--- src/hdl/osd_row_pkg.sv ---
/*
  Shared constants and types for the on-screen-display row header and
  background palette decoder.
  Assumes a byte-wide display RAM written by software and read by the row engine.
*/
package osd_row_pkg;

  // ********************************************************************
  // Display RAM map
  // ********************************************************************
  localparam int RAM_AW = 8;
  localparam logic [7:0] BASIC_PAL_FIRST = 8'h30;
  localparam logic [7:0] BASIC_PAL_LAST = 8'h4F;
  localparam logic [7:0] EXT_PAL_FIRST = 8'h70;
  localparam logic [7:0] EXT_PAL_LAST = 8'h8F;
  localparam logic [7:0] HDR_LINK_OFS = 8'h00;
  localparam logic [7:0] HDR_POS_OFS = 8'h02;
  localparam logic [7:0] HDR_ATTR_OFS = 8'h04;
  localparam logic [7:0] ONE_BYTE = 8'h01;
  localparam int HDR_BYTES = 5;

  // ********************************************************************
  // Palette entry fields
  // ********************************************************************
  localparam int PAL_CENTER_BIT = 15;
  localparam int PAL_OPA_LSB = 9;
  localparam int PAL_RED_LSB = 6;
  localparam int PAL_GRN_LSB = 3;
  localparam int PAL_BLU_LSB = 0;
  localparam logic [2:0] OPACITY_FULL = 3'h7;

  // ********************************************************************
  // Header fields
  // ********************************************************************
  localparam int LINK_FMT_LSB = 14;
  localparam int POS_COUNT_LSB = 10;
  localparam logic [5:0] MAX_CHARS_PAR = 6'h3F;
  localparam logic [5:0] MAX_CHARS_SER = 6'h3D;
  localparam logic [10:0] OFFSET_BIAS = 11'h02F;
  localparam logic [9:0] MIN_LEFT_OFFSET = 10'h001;
  localparam int ATTR_GRID = 7;
  localparam int ATTR_TOP = 6;
  localparam int ATTR_VSCALE = 4;
  localparam int ATTR_HSCALE = 3;
  localparam int ATTR_BLINK = 2;
  localparam int ATTR_ROUND = 1;
  localparam int ATTR_EDGE = 0;
  localparam logic [1:0] SERIAL_LEAD = 2'h2;

  typedef enum logic [1:0] {
    FMT_SERIAL = 2'b00,
    FMT_BASIC = 2'b01,
    FMT_EXTENDED = 2'b10,
    FMT_RESERVED = 2'b11
  } row_format_type;

  typedef struct packed {
    logic centerSwitch;
    logic [2:0] opacity;
    logic [2:0] red;
    logic [2:0] green;
    logic [2:0] blue;
  } back_colour_type;

  typedef struct packed {
    logic [8:0] nextRowPointer;
    row_format_type nextFormat;
    logic [5:0] charsPerRow;
    logic [9:0] leftOffset;
    logic offsetError;
    logic [11:0] startDelay;
    logic glyphGrid;
    logic topHalf;
    logic [2:0] dotHeight;
    logic [2:0] dotWidth;
    logic blinkOn;
    logic smoothOn;
    logic outlineOn;
  } row_setup_type;

endpackage

--- src/hdl/back_palette_decode.sv ---
/*
  Background palette entry decoder: splits one 16-bit palette word
  into colour fields and decides when the colour change takes effect.
  Assumes the caller supplies the italic state of the preceding character.
*/
`timescale 1ns/1ns
`default_nettype none
module back_palette_decode
  import osd_row_pkg::*;
(
  // Entry word and italic state of the preceding character
  input wire logic [15:0] entryWord,
  input wire logic prevItalic,
  // Decoded colour
  output back_colour_type colour
);

  always_comb begin
    colour.opacity = entryWord[PAL_OPA_LSB +: 3];
    colour.red = entryWord[PAL_RED_LSB +: 3];
    colour.green = entryWord[PAL_GRN_LSB +: 3];
    colour.blue = entryWord[PAL_BLU_LSB +: 3];
    // Slanted predecessor would overlap a left-edge switch
    colour.centerSwitch = entryWord[PAL_CENTER_BIT] | prevItalic;
  end

endmodule // back_palette_decode
`default_nettype wire

--- src/hdl/osd_row_header_bg_palette.sv ---
/*
  Row header latch and background palette lookup for the OSD engine.
  Holds display RAM as flip-flops, written and read by software over a
  plain strobe port; the engine side fetches a row header on request and
  looks up background colours. Assumes ref_clk drives both sides.
*/
`timescale 1ns/1ns
`default_nettype none
module osd_row_header_bg_palette
  import osd_row_pkg::*;
#(
  parameter int RAM_DEPTH = 256
) (
  // Clock and reset
  input wire logic ref_clk,
  input wire logic reset_n,
  // Software register port
  input wire logic [RAM_AW-1:0] regAddr,
  input wire logic [7:0] regWrData,
  input wire logic regWrite,
  input wire logic regRead,
  output logic [7:0] regRdData,
  // Row control from the display engine
  input wire logic rowStart,
  input wire logic rowDone,
  input wire logic [8:0] rowBase,
  input wire row_format_type rowFormat,
  input wire logic doubleWidthAttr,
  input wire logic doubleHeightAttr,
  // Background lookup
  input wire logic [3:0] backIndex,
  input wire logic extendedPalette,
  input wire logic prevItalic,
  input wire logic charFlashing,
  // Outputs to video mixing
  output row_setup_type rowSetup,
  output logic rowActive,
  output back_colour_type backColour,
  output logic backBlank,
  output logic videoOnly
);

  initial begin
    if (RAM_DEPTH < 256 || RAM_DEPTH > (1 << RAM_AW)) begin
      $error("RAM_DEPTH must cover the full display segment");
    end
  end

  // ********************************************************************
  // State
  // ********************************************************************
  typedef enum logic [1:0] {
    ST_IDLE = 2'b00,
    ST_FETCH = 2'b01,
    ST_ROW = 2'b10
  } row_state_type;

  typedef struct packed {
    row_state_type state;
    logic [2:0] fetchCnt;
    logic [7:0] rdData;
    logic [15:0] linkWord;
    logic [15:0] posWord;
    logic [7:0] attrByte;
    row_format_type curFormat;
    logic wideAttr;
    logic tallAttr;
    row_setup_type setup;
    logic active;
    back_colour_type colour;
    logic blank;
    logic videoOnly;
  } ctl_type;

  ctl_type ctl_r;
  ctl_type ctl_nxt;
  logic [7:0] ram_r [RAM_DEPTH];
  logic [7:0] ram_nxt [RAM_DEPTH];

  // ********************************************************************
  // Palette fetch
  // ********************************************************************
  logic [7:0] palAddr;
  logic [15:0] palWord;
  back_colour_type palColour;

  always_comb begin
    // Entry n at base + 2n, even address holds the high byte
    palAddr = (extendedPalette ? EXT_PAL_FIRST : BASIC_PAL_FIRST) + {3'h0, backIndex, 1'b0};
    palWord = {ram_r[palAddr], ram_r[palAddr + ONE_BYTE]};
  end

  back_palette_decode palDecode (
    .entryWord(palWord),
    .prevItalic(prevItalic),
    .colour(palColour)
  );

  // ********************************************************************
  // Display RAM write port
  // ********************************************************************
  genvar gi;
  generate
    for (gi = 0; gi < RAM_DEPTH; gi++) begin : gRam
      always_comb begin
        ram_nxt[gi] = ram_r[gi];
        if (regWrite && regAddr == RAM_AW'(gi)) begin
          ram_nxt[gi] = regWrData;
        end
      end
      always_ff @(posedge ref_clk or negedge reset_n) begin
        if (!reset_n) begin
          ram_r[gi] <= 8'h00;
        end else begin
          ram_r[gi] <= ram_nxt[gi];
        end
      end
    end
  endgenerate

  // ********************************************************************
  // Control
  // ********************************************************************
  logic [7:0] hdrAddr;
  logic [7:0] fetchByte;
  logic bigGrid;
  logic wideOn;
  logic tallOn;
  logic hScale;
  logic vScale;
  logic [5:0] cnt;

  always_comb begin
    ctl_nxt = ctl_r;
    hdrAddr = rowBase[7:0] + {5'h00, ctl_r.fetchCnt};
    fetchByte = ram_r[hdrAddr];
    if (regRead) begin
      ctl_nxt.rdData = ram_r[regAddr];
    end

    case (ctl_r.state)
      ST_IDLE: begin
        if (rowStart) begin
          ctl_nxt.state = ST_FETCH;
          ctl_nxt.fetchCnt = 3'h0;
          ctl_nxt.curFormat = rowFormat;
          ctl_nxt.wideAttr = doubleWidthAttr;
          ctl_nxt.tallAttr = doubleHeightAttr;
        end
      end
      ST_FETCH: begin
        case (ctl_r.fetchCnt)
          3'h0: ctl_nxt.linkWord[15:8] = fetchByte;
          3'h1: ctl_nxt.linkWord[7:0] = fetchByte;
          3'h2: ctl_nxt.posWord[15:8] = fetchByte;
          3'h3: ctl_nxt.posWord[7:0] = fetchByte;
          default: ctl_nxt.attrByte = fetchByte;
        endcase
        ctl_nxt.fetchCnt = ctl_r.fetchCnt + 3'h1;
        if (ctl_r.fetchCnt == 3'(HDR_BYTES - 1)) begin
          ctl_nxt.state = ST_ROW;
        end
      end
      ST_ROW: begin
        // Header held still until the engine ends the row
        if (rowDone) begin
          ctl_nxt.state = ST_IDLE;
        end
      end
      default: ctl_nxt.state = ST_IDLE;
    endcase

    ctl_nxt.active = (ctl_nxt.state == ST_ROW);

    // Decode from the latched header only
    ctl_nxt.setup.nextRowPointer = {ctl_r.linkWord[8:1], 1'b0};
    ctl_nxt.setup.nextFormat = row_format_type'(ctl_r.linkWord[LINK_FMT_LSB +: 2]);
    cnt = ctl_r.posWord[POS_COUNT_LSB +: 6];
    // Counts beyond the format limit are clipped
    if (ctl_r.curFormat == FMT_SERIAL && cnt > MAX_CHARS_SER) begin
      cnt = MAX_CHARS_SER;
    end
    ctl_nxt.setup.charsPerRow = cnt;
    ctl_nxt.setup.leftOffset = ctl_r.posWord[9:0];
    ctl_nxt.setup.offsetError = ctl_r.posWord[9:0] < MIN_LEFT_OFFSET;
    // Delay counted in units of two dot clocks
    ctl_nxt.setup.startDelay = {({1'b0, ctl_r.posWord[9:0]} + OFFSET_BIAS), 1'b0};

    bigGrid = ctl_r.attrByte[ATTR_GRID];
    hScale = ctl_r.attrByte[ATTR_HSCALE];
    vScale = ctl_r.attrByte[ATTR_VSCALE];
    wideOn = ctl_r.wideAttr && ctl_r.curFormat != FMT_BASIC;
    tallOn = ctl_r.tallAttr && ctl_r.curFormat != FMT_BASIC;
    ctl_nxt.setup.glyphGrid = bigGrid;
    ctl_nxt.setup.topHalf = ctl_r.attrByte[ATTR_TOP] && bigGrid && tallOn;
    if (!bigGrid) begin
      ctl_nxt.setup.dotHeight = vScale ? 3'h4 : 3'h2;
      ctl_nxt.setup.dotWidth = (hScale && vScale) ? 3'h4 :
                               ((hScale || vScale) ? 3'h3 : 3'h2);
    end else begin
      ctl_nxt.setup.dotWidth = 3'h1 << ({1'b0, hScale} + {1'b0, wideOn});
      ctl_nxt.setup.dotHeight = 3'h1 << ({1'b0, vScale} + {1'b0, tallOn});
    end
    ctl_nxt.setup.blinkOn = ctl_r.attrByte[ATTR_BLINK] && ctl_r.curFormat != FMT_BASIC;
    // Smallest large-grid size has no room for rounding
    ctl_nxt.setup.smoothOn = ctl_r.attrByte[ATTR_ROUND] &&
                             !(bigGrid && !hScale && !vScale && !wideOn && !tallOn);
    ctl_nxt.setup.outlineOn = ctl_r.attrByte[ATTR_EDGE];

    ctl_nxt.colour = palColour;
    ctl_nxt.blank = ctl_r.setup.blinkOn && charFlashing;
    ctl_nxt.videoOnly = (palColour.opacity == 3'h0);
  end

  always_ff @(posedge ref_clk or negedge reset_n) begin
    if (!reset_n) begin
      ctl_r <= '0;
    end else begin
      ctl_r <= ctl_nxt;
    end
  end

  // ********************************************************************
  // Outputs
  // ********************************************************************
  assign regRdData = ctl_r.rdData;
  assign rowSetup = ctl_r.setup;
  assign rowActive = ctl_r.active;
  assign backColour = ctl_r.colour;
  assign backBlank = ctl_r.blank;
  assign videoOnly = ctl_r.videoOnly;

endmodule // osd_row_header_bg_palette
`default_nettype wire

--- config.mk ---
export PLATFORM = sky130hd
export DESIGN_NAME = osd_row_header_bg_palette
export DESIGN_NICKNAME = d
export VERILOG_FILES = /design/src/hdl/osd_row_pkg.sv /design/src/hdl/back_palette_decode.sv /design/src/hdl/osd_row_header_bg_palette.sv
export SDC_FILE = /design/constraint.sdc
export NUM_CORES = 2
export LEC_CHECK = 0
export BUFFER_PORTS_ARGS = -buffer_cell sky130_fd_sc_hd__buf_2
export CAP_MARGIN = 20
export CELL_PAD_IN_SITES_DETAIL_PLACEMENT = 1
export CELL_PAD_IN_SITES_GLOBAL_PLACEMENT = 1
export CORE_MARGIN = 8
export CORE_UTILIZATION = 50
export DETAILED_ROUTE_END_ITERATION = 12
export PLACE_DENSITY_LB_ADDON = 0.1
export SLEW_MARGIN = 0
export SYNTH_ARGS = -nofsm -noshare
export SYNTH_HDL_FRONTEND = slang
export SYNTH_HIERARCHICAL = 1
export SYNTH_SLANG_ARGS = --single-unit
--- constraint.sdc ---
create_clock -name ref_clk -period 9 [get_ports ref_clk]
set_clock_uncertainty 0.05 [all_clocks]
set_input_delay 0.9 -clock ref_clk [delete_from_list [all_inputs] [get_ports ref_clk]]
set_output_delay 0.9 -clock ref_clk [all_outputs]
set_load 0.02 [all_outputs]
==> qor.txt <==
status - completed
antenna violations before repair - 39
setup bufs post-CTS - 0
CP Data Required Time - 9.69 ns
DRC - 0
crit-path max cell delay - 1.44 ns
nets@finish - 7784
Synth Warn # - 6
Initial Utilization - 50.1%
routed vias/inst - 7.30
RR Endpoint - ctl_nxt[61]
crit share post-route - 68.2%
number of cells on the worst reg-to-reg path - 11
# clock sinks - 2163
maximum clock rate - 0.163 GHz
min cycle time layout - 6.14 ns
final std cell area, no fill - 134000 um2
initial DRC count - 9426
Core Util, Final - 55.1%
Die Y - 509 um
drt first pass iters - 5
die area - 259000 um2
Worst Tran Pin Value - 1.26 ns
Final Hold Fails - 0
Worst EP arrival - 6.83 ns
Hold Path Class - in2reg
row cnt - 181
Mapped Area - 122000 um2
maximum VDD drop - 0.359 mV
CTS tree - done
Post-Route WL - 454000 um
RSZ-0062 raised after global routing - no
CTS Root Cell - clkbuf_16
Final HPWL DP - 292000 um
largest net degree at the start of global routing - 168
Worst R2R Start - ctl_r[120]
Max Cap Viol - 0
Setup TNS - 0 ns
Die Span X - 509 um
worst setup path end - ctl_nxt[61]
Reg clk slew, reported paths - 0.06 ns
Final setup viols - 0
first-pass GRT wire length - 654000 um
Avg Inst Size Synth - 15.4 um2
crit path launch - ctl_r[120]
CP startpoint kind - flip-flop
reg2reg setup slack - 2.86 ns
PortBufs - 113
slowest CP cell - fa_4
grt ovf - 0
Layout area overhead - 9.86%
placed cell area - 125000 um2
Core Area - 243000 um2
antenna-violating nets left - 0
share of layout cells above drive strength 1 - 55.4%
PnR worst setup slack - 2.86 ns
Max Slew Vio Count - 0
clock buffer count from CTS - 240
Worst Setup End Kind - flip-flop
Skew-Pair Late Insertion Delay - 0.91 ns
vias post-DR - 81500
Pleak - 58.8 nW
critical path cell sequence - inv_1 > fa_4 > buf_12 > buf_12 > mux4_2 > nand2_1 > nand3_1 > a31oi_1 > o22ai_1 > a2111oi_4 > o31ai_1
deepest clock path buffer count - 3
pwr/cell area - 228 nW/um2
vias in the first global route - 84000
drt wl/cell - 40.7 um
Rel. slew slack - 15.4%
fill cell count - 22100
Ports - 117
gr usage total - 34.9%
Crit Path Category - reg2reg
RePlAce Congestion - 0.923
setup slack at placement - 2.80 ns
most frequent CP cell - buf_12
critical-path maximum fanout - 43
H-tree depth - 4
synthesized instance count - 7886
[per-stage QoR]
| step | power, mW | hold slack, ns | cells |
|---|---|---|---|
| after floorplan | 16.9 | 0.302 | 7887 |
| after global placement | 20.0 | 0.317 | 10700 |
| after detailed placement | 20.2 | 0.312 | 10700 |
| after CTS | 30.6 | 0.128 | 11100 |
| after global routing | 31.4 | 0.154 | 11100 |
| final | 30.5 | 0.168 | 11200 |
[per-layer routing]
metal,share of wire [%],track usage [%]
met5,0.023,0
met4,6.0,17.3
met3,11,10.8
met2,45,51.7
met1,38,47.1
[critical path, delay by kind of cell (launching register included)]
family / cells / cell delay (ns)
muxes: 1 / 0.35
DFF: 1 / 0.60
buffers and inverters: 3 / 1.01
adders and majority gates: 1 / 1.44
AOI/OAI and AO/OA: 4 / 2.23
and+or+nand+nor: 2 / 0.21
[layout make-up]
cell class                 count  area (um2)  area share, %
sequential                  2163       54100           40.5
antenna                       27        67.6         0.0506
clock buffer                 358        7150           5.35
clock inverter                90        1130          0.843
inverter                      15        56.3         0.0422
timing repair buffer         397        3430           2.57
tap                         3202        4010           3.00
multi-input combinational   4909       63600           47.6
[power breakdown]
part / internal [mW] / total [mW] / switching, mW
logic: 3.33 / 9.18 / 5.84
registers: 10.4 / 10.9 / 0.576
clock network: 6.09 / 10.4 / 4.28
total: 19.8 / 30.5 / 10.7
[cells in the final DEF (no fill, tap or decap), types with 51 or more instances in the layout]
cell type  count
nor2_1       170
nor2_2        51
buf_2         98
clkbuf_1      54
clkbuf_8      67
mux2_2      2064
nand2_1      485
dfrtp_1     2163
mux4_2      1440
clkbuf_16    245
mux2i_1       53
buf_4        225
nand3_1      123
[sequential cells by signal (all words and copies together) (netlist names)]
| register | count |
|---|---|
| backColour | 13 |
| backBlank | 1 |
| ram_r | 2048 |
| ctl_nxt | 21 |
| ctl_r | 20 |
| regRdData | 8 |
| videoOnly | 1 |
| rowSetup | 49 |
| bigGrid | 1 |
| rowActive | 1 |
[how the worst min path moves through the flow]
stage / slack (ns) / to / startpoint / cells after the start
after floorplan: 0.30 / rowSetup[30] / ctl_nxt[46] / 0
after global placement: 0.32 / rowSetup[41] / ctl_nxt[57] / 0
after detailed placement: 0.31 / rowSetup[47] / ctl_nxt[63] / 0
after CTS: 0.13 / backColour[12] / prevItalic / 2
after global routing: 0.15 / backColour[12] / prevItalic / 2
final: 0.17 / backColour[12] / prevItalic / 2
[timing repair]
action,in CTS,in global routing
hold buffers,1,0
hold endpoints to repair,67,0
resized for setup,0,0
(Power assumes the default switching activity.)
